--- config.mk ---
export PLATFORM = sky130hd
export DESIGN_NAME = aux_pointer_indirect_agen
export DESIGN_NICKNAME = d
export VERILOG_FILES = /design/src/aux_agen_pkg.sv /design/src/aux_pointer_indirect_agen.sv /design/src/bit_reverse_adder.sv
export SDC_FILE = /design/constraint.sdc
export NUM_CORES = 1
export LEC_CHECK = 0
export CORE_ASPECT_RATIO = 1.75
export CORE_UTILIZATION = 40
export CTS_CLUSTER_DIAMETER = 120
export DETAILED_ROUTE_END_ITERATION = 8
export DONT_BUFFER_PORTS = 1
export PLACE_DENSITY = 0.65
export SLEW_MARGIN = 20
export SYNTH_ARGS = -nofsm -noshare
export SYNTH_HDL_FRONTEND = slang
export SYNTH_SLANG_ARGS = --single-unit
--- constraint.sdc ---
create_clock -name clk -period 6.5 [get_ports clk]
set_input_delay 0.65 -clock clk [delete_from_list [all_inputs] [get_ports clk]]
set_output_delay 0.65 -clock clk [all_outputs]
set_load 0.01 [all_outputs]
--- src/aux_agen_pkg.sv ---
// shared constants, operand codes and carrier structs for the auxiliary pointer address generator
package aux_agen_pkg;

  localparam int PTR_W    = 16;
  localparam int HIGH_W   = 7;
  localparam int ADDR_W   = 23;
  localparam int PTR_CNT  = 8;
  localparam int IDX_W    = 3;
  localparam int BSA_CNT  = 4;

  localparam logic [PTR_W-1:0]  STEP_SINGLE = 16'h0001;
  localparam logic [PTR_W-1:0]  STEP_DOUBLE = 16'h0002;
  localparam logic [PTR_W-1:0]  PTR_RESET   = 16'h0000;
  localparam logic [HIGH_W-1:0] HIGH_RESET  = 7'h00;
  localparam logic [HIGH_W-1:0] HIGH_NONE   = 7'h00;
  localparam logic [ADDR_W-1:0] ADDR_RESET  = 23'h000000;
  localparam logic [PTR_W-1:0]  NO_OFFSET   = 16'h0000;
  localparam logic [IDX_W-1:0]  ZERO_INDEX  = 3'h0;
  localparam logic [IDX_W-1:0]  K3_MIN      = 3'h1;
  localparam logic [12:0]       K3_PAD      = 13'h0000;
  localparam logic              MODE_DSP     = 1'b0;
  localparam logic              MODE_CONTROL = 1'b1;

  typedef enum logic [3:0] {
    OP_PLAIN       = 4'h0,
    OP_POST_INC    = 4'h1,
    OP_POST_DEC    = 4'h2,
    OP_POST_ADD    = 4'h3,
    OP_POST_SUB    = 4'h4,
    OP_IDX_REG     = 4'h5,
    OP_POST_ADD_T1 = 4'h6,
    OP_POST_SUB_T1 = 4'h7,
    OP_BREV_ADD    = 4'h8,
    OP_BREV_SUB    = 4'h9,
    OP_IDX_K16     = 4'hA,
    OP_PRE_ADD_K16 = 4'hB,
    OP_IDX_K3      = 4'hC
  } operand_t;

  typedef enum logic [1:0] {
    SPACE_DATA = 2'h0,
    SPACE_MMR  = 2'h1,
    SPACE_BIT  = 2'h2,
    SPACE_IO   = 2'h3
  } space_t;

  typedef struct packed {
    logic              valid;
    operand_t          operand;
    logic [IDX_W-1:0]  ptrIndex;
    space_t            space;
    logic              wide;
    logic              pairedParallel;
    logic [PTR_W-1:0]  offsetConst16;
    logic [2:0]        offsetConst3;
  } agen_req_t;

  typedef struct packed {
    logic              pointerModeSelect;
    logic              legacyCompatFlag;
    logic [PTR_CNT-1:0] circularEnable;
  } agen_mode_t;

  typedef struct packed {
    logic              valid;
    logic              error;
    space_t            space;
    logic [ADDR_W-1:0] address;
    logic [IDX_W-1:0]  ptrIndex;
    logic [PTR_W-1:0]  newPointer;
  } agen_resp_t;

endpackage

--- src/aux_pointer_indirect_agen.sv ---
// indirect operand address generation and update for eight auxiliary pointers
//
// Overview of operation
// - post-add temp_reg_one: address from old pointer, then pointer += signed temp_reg_one.
// - post-subtract temp_reg_one: address from old pointer, then pointer -= temp_reg_one.
// - bit-reversed post-add: reverse-carry add of zero pointer or temp_reg_zero after addressing.
// - bit-reversed post-subtract: reverse-borrow subtract of the same offset after addressing.
// - bit-reversed on circular pointer: buffer start still added, update not wrapped.
// - constant-indexed: address is pointer plus signed 16-bit constant, pointer unchanged.
// - pre-add constant: pointer plus constant becomes both address and new pointer.
// - 16-bit constant comes in extension; never paired with a parallel instruction.
// - post-increment by 1 for single accesses, 2 for double accesses.
// - post-decrement by 1 for single accesses, 2 for double accesses.
// - plain pointer: address is the pointer, pointer unchanged.
// - post-add: add zero pointer if legacy flag set, else temp_reg_zero.
// - post-subtract: subtract zero pointer if legacy flag set, else temp_reg_zero.
// - register-indexed: pointer plus selected signed offset, pointer unchanged.
// - control mode only: pointer plus unsigned 3-bit offset 1..7, unchanged pointer.
// - mode select 0 picks the DSP operand set, 1 the control set.
// - data-space address: 7 high bits from high part, 16 low from pointer.
// - every pointer add or subtract wraps modulo 64K, never into the high part.
// - buffer start added into the address only for circular-enabled pointers.
module aux_pointer_indirect_agen
  import aux_agen_pkg::*;
(
  input  wire logic                                  clk,
  input  wire logic                                  rst_n,
  input  wire aux_agen_pkg::agen_req_t               req,
  input  wire aux_agen_pkg::agen_mode_t              modeCfg,
  input  wire logic [aux_agen_pkg::PTR_W-1:0]        tempRegZero,
  input  wire logic [aux_agen_pkg::PTR_W-1:0]        tempRegOne,
  input  wire logic [aux_agen_pkg::BSA_CNT-1:0][aux_agen_pkg::PTR_W-1:0] bufferStart,
  input  wire logic                                  loadValid,
  input  wire logic [aux_agen_pkg::IDX_W-1:0]        loadIndex,
  input  wire logic [aux_agen_pkg::PTR_W-1:0]        loadLow,
  input  wire logic [aux_agen_pkg::HIGH_W-1:0]       loadHigh,
  output aux_agen_pkg::agen_resp_t                   resp
);
  import aux_agen_pkg::*;

  logic [PTR_CNT-1:0][PTR_W-1:0]  auxPointer;
  logic [PTR_CNT-1:0][HIGH_W-1:0] auxPointerHigh;
  logic [PTR_CNT-1:0][PTR_W-1:0]  next_auxPointer;
  logic [PTR_CNT-1:0][HIGH_W-1:0] next_auxPointerHigh;
  agen_resp_t                     next_resp;

  logic [PTR_W-1:0]  curPointer;
  logic [PTR_W-1:0]  zeroOffset;
  logic [PTR_W-1:0]  step;
  logic [PTR_W-1:0]  brevResult;
  logic [PTR_W-1:0]  basePointer;
  logic [PTR_W-1:0]  updPointer;
  logic [PTR_W-1:0]  circOffset;
  logic [PTR_W-1:0]  effLow;
  logic              legal;
  logic              doUpdate;

  // decides whether an operand exists in the active set and is well formed
  function automatic logic operandLegal(input operand_t op, input logic modeSel,
                                        input logic [2:0] k3, input logic paired);
    logic ok;
    ok = 1'b1;
    case (op)
      OP_PLAIN, OP_POST_INC, OP_POST_DEC, OP_POST_ADD, OP_POST_SUB, OP_IDX_REG: begin
        ok = 1'b1;
      end
      OP_POST_ADD_T1, OP_POST_SUB_T1, OP_BREV_ADD, OP_BREV_SUB: begin
        ok = (modeSel == MODE_DSP);
      end
      OP_IDX_K16, OP_PRE_ADD_K16: begin
        ok = !paired;
      end
      OP_IDX_K3: begin
        ok = (modeSel == MODE_CONTROL) && (k3 >= K3_MIN);
      end
      default: begin
        ok = 1'b0;
      end
    endcase
    return ok;
  endfunction

  bit_reverse_adder u_brev (
    .a        (curPointer),
    .b        (zeroOffset),
    .subtract (req.operand == OP_BREV_SUB),
    .sum      (brevResult)
  );

  always_comb begin
    curPointer = auxPointer[req.ptrIndex];
    zeroOffset = modeCfg.legacyCompatFlag ? auxPointer[ZERO_INDEX] : tempRegZero;
    step       = req.wide ? STEP_DOUBLE : STEP_SINGLE;
    legal      = operandLegal(req.operand, modeCfg.pointerModeSelect, req.offsetConst3, req.pairedParallel);
    basePointer = curPointer;
    updPointer  = curPointer;
    doUpdate    = 1'b0;
    // all sums are 16 bits wide so carries fall off at 64K
    case (req.operand)
      OP_PLAIN: begin
        basePointer = curPointer;
      end
      OP_POST_INC: begin
        updPointer = curPointer + step;
        doUpdate   = 1'b1;
      end
      OP_POST_DEC: begin
        updPointer = curPointer - step;
        doUpdate   = 1'b1;
      end
      OP_POST_ADD: begin
        updPointer = curPointer + zeroOffset;
        doUpdate   = 1'b1;
      end
      OP_POST_SUB: begin
        updPointer = curPointer - zeroOffset;
        doUpdate   = 1'b1;
      end
      OP_IDX_REG: begin
        basePointer = curPointer + zeroOffset;
      end
      OP_POST_ADD_T1: begin
        updPointer = curPointer + tempRegOne;
        doUpdate   = 1'b1;
      end
      OP_POST_SUB_T1: begin
        updPointer = curPointer - tempRegOne;
        doUpdate   = 1'b1;
      end
      OP_BREV_ADD, OP_BREV_SUB: begin
        // no circular wrap on the update, only the address sees the buffer start
        updPointer = brevResult;
        doUpdate   = 1'b1;
      end
      OP_IDX_K16: begin
        basePointer = curPointer + req.offsetConst16;
      end
      OP_PRE_ADD_K16: begin
        basePointer = curPointer + req.offsetConst16;
        updPointer  = basePointer;
        doUpdate    = 1'b1;
      end
      OP_IDX_K3: begin
        basePointer = curPointer + {K3_PAD, req.offsetConst3};
      end
      default: begin
        basePointer = curPointer;
      end
    endcase
    circOffset = modeCfg.circularEnable[req.ptrIndex] ? bufferStart[req.ptrIndex[2:1]] : NO_OFFSET;
    effLow     = basePointer + circOffset;
  end

  always_comb begin
    next_auxPointer     = auxPointer;
    next_auxPointerHigh = auxPointerHigh;
    next_resp           = '0;
    next_resp.space     = req.space;
    next_resp.ptrIndex  = req.ptrIndex;
    next_resp.newPointer = curPointer;
    if (req.valid) begin
      next_resp.valid = 1'b1;
      next_resp.error = !legal;
      if (legal) begin
        if ((req.space == SPACE_DATA) || (req.space == SPACE_MMR)) begin
          next_resp.address = {auxPointerHigh[req.ptrIndex], effLow};
        end else begin
          next_resp.address = {HIGH_NONE, effLow};
        end
        if (doUpdate) begin
          next_auxPointer[req.ptrIndex] = updPointer;
          next_resp.newPointer          = updPointer;
        end
      end
    end
    // a software load in the same cycle overrides the hardware update
    if (loadValid) begin
      next_auxPointer[loadIndex]     = loadLow;
      next_auxPointerHigh[loadIndex] = loadHigh;
    end
  end

  always_ff @(posedge clk or negedge rst_n) begin
    if (!rst_n) begin
      for (int p = 0; p < PTR_CNT; p++) begin
        auxPointer[p]     <= PTR_RESET;
        auxPointerHigh[p] <= HIGH_RESET;
      end
      resp <= '0;
    end else begin
      auxPointer     <= next_auxPointer;
      auxPointerHigh <= next_auxPointerHigh;
      resp           <= next_resp;
    end
  end
endmodule

--- src/bit_reverse_adder.sv ---
// 16-bit adder and subtractor with carry or borrow running from msb toward lsb
module bit_reverse_adder (
  input  wire logic [15:0] a,
  input  wire logic [15:0] b,
  input  wire logic        subtract,
  output logic [15:0]      sum
);
  logic [15:0] aRev;
  logic [15:0] bRev;
  logic [15:0] sumRev;

  // mirroring both operands turns a normal adder into a reverse-carry one
  genvar i;
  generate
    for (i = 0; i < 16; i++) begin : g_mirror
      assign aRev[i] = a[15-i];
      assign bRev[i] = b[15-i];
      assign sum[i]  = sumRev[15-i];
    end
  endgenerate

  always_comb begin
    if (subtract) begin
      sumRev = aRev - bRev;
    end else begin
      sumRev = aRev + bRev;
    end
  end
endmodule

=== Yosys cells after proc, flatten, opt, wreduce, memory -nomap -nowiden ===
Index checks and enable logic that the tools add are counted.

* Multiplexer cells: 36
* Add/sub/neg operators: 11
* Bitwise gates (word level): 1
* Reductions and logical operators: 13
* Eq/ne operators: 13
* Order comparisons: 6

{| class="wikitable"
|+ Operator list
! operator !! count
|-
| 128-bit 2-to-1 mux || 4
|-
| 128-bit bitwise mux || 2
|-
| 16-bit 2-to-1 mux || 10
|-
| 16-bit one-hot mux with 8 select lines || 1
|-
| 16-bit demux with 3-bit select || 2
|-
| 16-bit adder || 5
|-
| 23-bit 2-to-1 mux || 3
|-
| 56-bit bitwise mux || 1
|-
| 16-bit binary-select mux with 3-bit select || 1
|-
| 16-bit one-hot mux with 3 select lines || 1
|-
| 16-bit subtractor || 3
|-
| 16-bit binary-select mux with 2-bit select || 1
|-
| 7-bit binary-select mux with 3-bit select || 1
|-
| 7-bit demux with 3-bit select || 1
|-
| 4-bit == test (second input constant) || 5
|-
| 16-bit by 2-bit adder with 16-bit output || 1
|-
| 16-bit by 3-bit adder with 16-bit output || 1
|-
| 4-bit by 3-bit == test with 1-bit output (second input constant) || 4
|-
| 16-bit by 2-bit subtractor with 16-bit output || 1
|-
| 7-bit 2-to-1 mux || 2
|-
| 3-bit by 1-bit >= comparator with 1-bit output (second input constant) || 3
|-
| 9-bit OR reduction || 1
|-
| 4-bit by 2-bit == test with 1-bit output (second input constant) || 2
|-
| 3-bit by 4-bit < comparator with 1-bit output (second input constant) || 2
|-
| other kinds (16) || 22
|}

* Output and inout bits: 46
* Logic and storage cells: 102
* Input bits: 166
* Register bits: 230

=== Logic depth before layout (Yosys ltp) ===
Gate-level depths: netlist (run 1).

* Word-level depth: 11
* Depth in mapped cells: 30
* Gate-level depth less buffers: 26

=== Hierarchy ===
Synthesis (run 1) repeated with hierarchy kept, for this count alone.

* Cells, all modules: 2,123
* Area, all modules: 17,608.1 sq um

{| class="wikitable"
|+ Modules (own cells, without submodules)
! module !! sequential area each (sq um) !! times used !! area each (sq um) !! cells an instance
|-
| aux_pointer_indirect_agen || 5,755.5 || 1 || 16,550.9 || 1,972
|-
| bit_reverse_adder || 0.0 || 1 || 1,057.3 || 151
|}

=== Worst setup path after synthesis (run 1) ===
Ideal clock, no wire load.

* Path type: input-to-reg
* Start: input req[24] in the netlist's numbering
* End: register resp[34] in the netlist's numbering
* Stages: 26
* Arrival: 6.026 ns
* Buffers on the path: 4
* Path slack: 0.349 ns
* Path through: buf_4 buf_4 clkbuf_1 buf_1 mux2i_1 nor2_1 a21oi_1 nor2_1 a221oi_1 inv_1 ha_1 a211oi_1 nor2_1 o41ai_1 or2_2 nand2_1 nand2_1 a21oi_1 a22o_1 or3_1 ha_1 nor3_1 or3_1 o21ai_0 xnor2_1 nor2b_1

{| class="wikitable"
|+ RTL lines
! item !! line !! source
|-
| start, declared || aux_pointer_indirect_agen.sv:28 || <nowiki>input wire aux_agen_pkg::agen_req_t req,</nowiki>
|-
| end signal, assigned || aux_pointer_indirect_agen.sv:193 || <nowiki>resp <= next_resp;</nowiki>
|-
| end, declared || aux_pointer_indirect_agen.sv:37 || <nowiki>output aux_agen_pkg::agen_resp_t resp</nowiki>
|}

==> results of run 1 <==
==> repair_timing <==
action                                 CTS  global route
hold buffers                             1             0
endpoints found under the hold margin  230             0
resized for setup                        0             0
==> cells by family (layout without fill, tap and decap cells) <==
logic type	Yosys count	in the layout	synth area share, %
simple gates	589	589	15.7
compound gates	558	558	20.7
flops	230	230	33.5
mux	208	208	15.2
buf+inv	165	143	3.88
xor+xnor	88	88	4.49
fa+ha+maj	86	86	6.53
other cells	0	6	0
==> power groups by stage <==
stage               registers, mW  logic [mW]  clock network, mW
finish                       2.01        2.59               1.34
global route                 2.05        2.80               1.41
CTS                          2.01        2.52               1.36
detailed placement           2.04        2.48                  0
global placement             2.02        2.45                  0
floorplan                    1.95        1.80                  0
==> stage by stage <==
step,setup slack (ps),hold WS [ps],power [mW],cells,instance area (sq um)
global placement,256,359,4.47,2419,17800
floorplan,349,354,3.74,1924,17200
finish,738,0.0804,5.95,2469,18700
global route,363,51.4,6.26,2466,18600
CTS,837,106,5.90,2462,18600
detailed placement,274,357,4.51,2419,17800
==> state kept, by name, summed over array words and instances (netlist names) <==
| register | cells |
|---|---|
| auxPointer | 128 |
| auxPointerHigh | 56 |
| resp | 46 |
==> metal layers <==
metal | up-vias | track usage (%) | wire (um)
met4 | 2 | 26.6 | 6940
met1 | 7622 | 33.6 | 23300
met2 | 816 | 53.6 | 33800
met5 | - | 0 | 10
met3 | 303 | 7.34 | 5450
li1 | 6963 | - | -
==> worst max path at each step <==
stage               startpoint                 end  slack (ps)  cells after the start
floorplan              req[24]  resp[34]$_DFF_PN0_         350                     26
global placement       req[24]  resp[34]$_DFF_PN0_         260                     23
detailed placement     req[24]  resp[34]$_DFF_PN0_         270                     23
CTS                    req[24]  resp[33]$_DFF_PN0_         840                     23
global route           req[24]  resp[33]$_DFF_PN0_         360                     22
finish                 req[25]  resp[33]$_DFF_PN0_         740                     22
==> final cells by class <==
| type | instances | area share (%) |
|---|---|---|
| multi-input cells | 1529 | 57.9 |
| flip-flops and latches | 230 | 30.9 |
| clock inverters | 10 | 0.423 |
| clock buffers | 32 | 3.54 |
| inverters | 43 | 0.865 |
| repair buffers | 58 | 2.55 |
| diodes | 6 | 0.0805 |
| well taps | 561 | 3.76 |
==> worst reg2reg max path, stage by stage, from the launching register on <==
cell and delay (ps):
dfrtp_1 440, mux2_2 290, mux4_2 470, or3_1 530, ha_1 400, a21o_1 230
o41ai_1 760, xnor2_1 180, a22oi_1 240, nand3_1 130, ha_1 340, a21o_1 180
a21oi_1 200, nand3b_1 130, a2111oi_0 400, or3_1 200, o21ai_0 110, xnor2_1 140
nor2b_1 130
==> layout by cell type (no fill, tap or decap), types with 11 or more instances in the layout <==
| cell type | instances |
|---|---|
| o22ai_1 | 24 |
| or2_2 | 13 |
| nand3_1 | 28 |
| nand2_1 | 213 |
| buf_4 | 56 |
| o21ai_0 | 160 |
| a22oi_1 | 18 |
| a221o_1 | 13 |
| a211oi_1 | 34 |
| or3_1 | 11 |
| a31oi_1 | 17 |
| xor2_1 | 31 |
| nor3_1 | 34 |
| mux2i_1 | 98 |
| mux2_2 | 73 |
| inv_1 | 43 |
| mux4_2 | 33 |
| nor2_1 | 164 |
| dfrtp_1 | 230 |
| clkbuf_16 | 24 |
| a221oi_1 | 37 |
| xnor2_1 | 57 |
| o21ai_1 | 33 |
| nand2b_1 | 23 |
| a21o_1 | 41 |
| nand4_1 | 11 |
| nor2b_1 | 36 |
| a21oi_1 | 106 |
| ha_1 | 80 |
==> metrics, run 1 <==
clock power share=22.6%; Worst-Margin Slew=1190 ps; proportion of power drawn by flip-flops and latches=between 30% and 40%; delay-heaviest family, CP=compound AO/OA/AOI/OAI gates; most frequent cell after synthesis=dfrtp_1; run status=completed; Layout Utilization=between 40% and 50%; min Tclk post-route=around 5800 ps; CTS root buf=clkbuf_16; register-to-register setup slack=~900 ps; Post-CTS Setup Bufs=0; vias after detailed routing=approximately 16k; Max Fanout on Critical Path=between 70 and 80; vias per cell=approximately 6.4; Slew HR=approximately a fifth; top post-synthesis cells by area=dfrtp_1 (34%), ha_1 (5.8%), mux2i_1 (5.7%); commonest cells in the netlist=dfrtp_1 (230), nand2_1 (213), nor2_1 (173); H-Tree Depth=1; Pwr Density=319 nW/um^2; Worst Path Required=a little under 7000 ps; CP Data Arrival Time=roughly 6200 ps; First-pass DRT Iterations=8; critical path launch point type=primary input; Fin. Hold Viols=0; final setup fails=0; Net Switching=approximately 2.4 mW; Post-synth EDFFs=0; # port buffers=0; Internal=around 3.5 mW; Critical Path, Cell by Cell=nor2b_1 -> a221oi_1 -> o211a_2 -> inv_1 -> ha_1 -> inv_1 -> fa_1 -> xnor2_1 -> a222oi_1 -> o21ai_0 -> ha_1 -> a21o_1 -> a21o_1 -> a21o_1 -> a21o_1 -> a21oi_1 -> o21ai_0 -> nor4_1 -> nor3_1 -> a31oi_1 -> xor2_1 -> nor2_1; Post-Syn Nets=2,176; unrepaired setup endpoints after global routing=no; synthesized area per cell=8.93 sq um; IO Pins=~210; CP most frequent cell=a21o_1; clock tree from TritonCTS=built; drt initial violations=roughly 1.5k; RR Endpoint=resp[34]$_DFF_PN0_; reg2reg path depth=18; Crit-path slowest cell=nor2b_1; Setup Crit Path Kind=in -> reg; sequential area share after synthesis=33.5%; die area=43,800 sq um; clk_skew=25.8 ps; Synth area leader=dfrtp_1; dpl hpwl=slightly above 50 mm; Combinational Power Share=between 40% and 50%; largest net degree at the start of global routing=~230; Die H=about 280 um; global-route wire length before repair=between 100 and 150 mm; Die W=159 um; Final period util=approximately nine tenths; RD Place Congestion=about 1.1; Clock Latency Late Sink=between 500 and 600 ps; initial antenna violation count=7; Final ANT Viol Nets=0; standard-cell rows=100; number of buffers and inverters on the critical path=2; Yosys Warn Count=0; Lkg Pwr=approximately 7.6 nW; ys flop type=dfrtp_1; Post-Route WL=approximately 70 mm; DR WL/cell=between 20 and 30 um; Synth top area share=approximately 34%; CP Capture Type=flip-flop; Setup TNS=0 ps; #FFs+latches synth=230; Reg area=about 5800 sq um; maxcap violations=0; Cells after Synth=~1.9k; worst r2r src=auxPointer[6]$_DFF_PN0_; CTS Sinks=230; Hold WC Path Type=in -> async; # DRC=0; Clock Tree Buf Depth=3; Overflow after GRT=0; global-route usage over all layers=about a third; clock-pin slew on the worst setup and hold paths=~70 ps; Max VDD drop=0.200 mV; Peak Freq=~170 MHz; layout cells sized above 1=12.4%; Initial Util=around 40%; Multi-input gate area=~11,000 sq um; FILL cells=between 4k and 5k; vias in the first global route=around 16k; Worst path max stage delay=roughly 800 ps; Synth async-reset ratio=100%; Distinct cells, synth=between 70 and 80; Sw Share=between 40% and 50%; nets=2,138; TritonCTS Buffers=24; core area=42,400 sq um; Area growth syn-to-layout=8.60%; Final Max Slew Viols=0; Mapped Area=approximately 17,000 sq um
(Power assumes the default switching activity.)
==> inputs of run 2 (changes only) <==
Settings changed: MAX_ROUTING_LAYER set to met4.
==> run 2 against run 1 <==
Compared with the run above: power grew 2.4%; routed wire length is 0.87% higher; critical path depth is the same; sequential power is essentially flat; final area rose by 0.67%; final cell count is 0.12% higher; global-route usage grew 1.4 points; non-clock buffer count rose by 3; sequential share of layout area down 0.21 points; largest power group unchanged.
==> metrics, run 2 (synthesis results as in run 1) <==
vias after detailed routing=approximately 16k; Internal=3.66 mW; Lkg Pwr=about 7.7 nW; global-route usage over all layers=about a third; metal2 WL=34.9 mm; die area=~44,000 sq um; commonest non-fill, non-tap cells in the layout=dfrtp_1 (230), nand2_1 (213), nor2_1 (163), o21ai_0 (160), a21oi_1 (106); cts hold-fix bufs=1; RD Place Congestion=between 1 and 1.5; IO Pins=~210; dpl hpwl=between 50 and 60 mm; Final period util=around nine tenths; Worst Path Required=around 6900 ps; clock power share=a little under a quarter; Fin. Hold Viols=0; commonest non-fill, non-tap cell in the layout=dfrtp_1; run status=completed; Setup TNS=0 ps; # port buffers=0; Post-CTS Setup Bufs=0; proportion of power drawn by flip-flops and latches=between 30% and 40%; wl on met1=23.7 mm; CP Capture Type=flip-flop; clock-pin slew on the worst setup and hold paths=approximately 60 ps; Die W=~160 um; First-pass DRT Iterations=5; FILL cells=approximately 4.1k; nets=2,141; Worst-Margin Slew=between 1000 and 1500 ps; min Tclk post-route=5730 ps; Final Max Slew Viols=0; Initial Util=between 40 and 50%; drt initial violations=around 1.4k; routed wl met3=a little under 5 mm; clock tree from TritonCTS=built; Final ANT Viol Nets=0; largest reg by FF count=auxPointer; global-route wire length before repair=around 100 mm; unrepaired setup endpoints after global routing=no; Slew HR=approximately 22%; total power draw=slightly above 6 mW; CTS Sinks=230; clk_skew=about 16 ps; Combinational Power Share=between 40% and 50%; core area=approximately 42,000 sq um; Max VDD drop=about 0.18 mV; Hold WC Path Type=in -> async; Die H=276 um; CP Data Arrival Time=about 6000 ps; Sw Share=39.9%; largest net degree at the start of global routing=around 230; maxcap violations=0; Pwr Density=about 320 nW/um^2; standard-cell rows=100; Peak Freq=175 MHz; Area growth syn-to-layout=9.33%; Net Switching=approximately 2.4 mW; DR WL/cell=28.3 um; final setup fails=0; Max Fanout on Critical Path=79; H-Tree Depth=1; Clock Latency Late Sink=between 500 and 600 ps; highest routed metal layer=met4; layout cells sized above 1=roughly an eighth; Clock Tree Buf Depth=3; Overflow after GRT=0; largest registers=auxPointer x128, auxPointerHigh x56, resp x46; TritonCTS Buffers=24; Post-Route WL=~70 mm; # DRC=0; critical path launch point type=primary input; number of flip-flops in the largest register=128; vias per cell=6.33; initial antenna violation count=5; Resized cells post-CTS=0; Setup Crit Path Kind=in -> reg; CTS root buf=clkbuf_16; vias in the first global route=between 15k and 20k
## run 2: per-layer routing
metal / vias up / global-route usage [%]
met2: 781 / 54.7
met4: 0 / 26.8
met3: 293 / 6.68
met5: - / -
met1: 7587 / 34.4
li1: 6985 / -
## run 2: cell type report
| class | count | area, sq um | area share (%) |
|---|---|---|---|
| inverter | 43 | 161 | 0.860 |
| clock buffer | 35 | 723 | 3.85 |
| clock inverter | 9 | 105 | 0.560 |
| tap | 561 | 702 | 3.74 |
| sequential | 230 | 5760 | 30.7 |
| multi-input combinational | 1529 | 10800 | 57.6 |
| timing repair buffer | 61 | 498 | 2.65 |
| antenna | 4 | 10.0 | 0.0533 |
## run 2: through the flow
step	setup slack (ps)	instance area, sq um	util, %	cells	hold WS, ps
after floorplan	349	17200	-	1924	354
after detailed placement	506	17900	42.1	2422	357
after CTS	1040	18700	44.2	2467	118
final	772	18800	44.3	2472	60.1
after global placement	89.2	17900	42.1	2422	359
after global routing	456	18800	44.3	2472	91.7
## run 2: power by group through the flow
stage | clock network [mW] | logic, mW | registers, mW
6_report | 1.46 | 2.62 | 2.01
5_1_grt | 1.53 | 2.82 | 2.05
4_1_cts | 1.48 | 2.55 | 2.01
3_5_place_dp | 0 | 2.50 | 2.03
3_3_place_gp | 0 | 2.48 | 2.02
2_1_floorplan | 0 | 1.80 | 1.95
## run 2: worst max-delay path: stages
cell and delay (ps):
nor2b_1 270, buf_4 200, a221oi_1 320, o211a_2 400, inv_1 130, ha_1 260, fa_1 480, xor2_1 210
a222oi_1 400, o21ai_0 350, ha_1 440, a21o_1 190, a21o_1 200, a21o_1 190, a21o_1 190, a21oi_1 190
o21ai_0 150, nor4_1 200, nor3_1 130, a31oi_1 210, xor2_1 180, nor2_1 60
## run 2: path summary, 6_finish.rpt
path | cells past startpoint | endpoint | from | slack (ps)
setup / recovery | 22 | resp[33]$_DFF_PN0_ | req[25] | 770
min in group clk | 0 | resp[16]$_DFF_PN0_ | req[23] | 130
max in group asynchronous | 2 | resp[42]$_DFF_PN0_ | rst_n | 5340
setup reg to reg | 19 | resp[33]$_DFF_PN0_ | auxPointer[81]$_DFF_PN0_ | 980
hold reg to reg | 1 | auxPointerHigh[27]$_DFFE_PN0P_ | auxPointerHigh[27]$_DFFE_PN0P_ | 510
hold / removal | 1 | resp[21]$_DFF_PN0_ | rst_n | 60
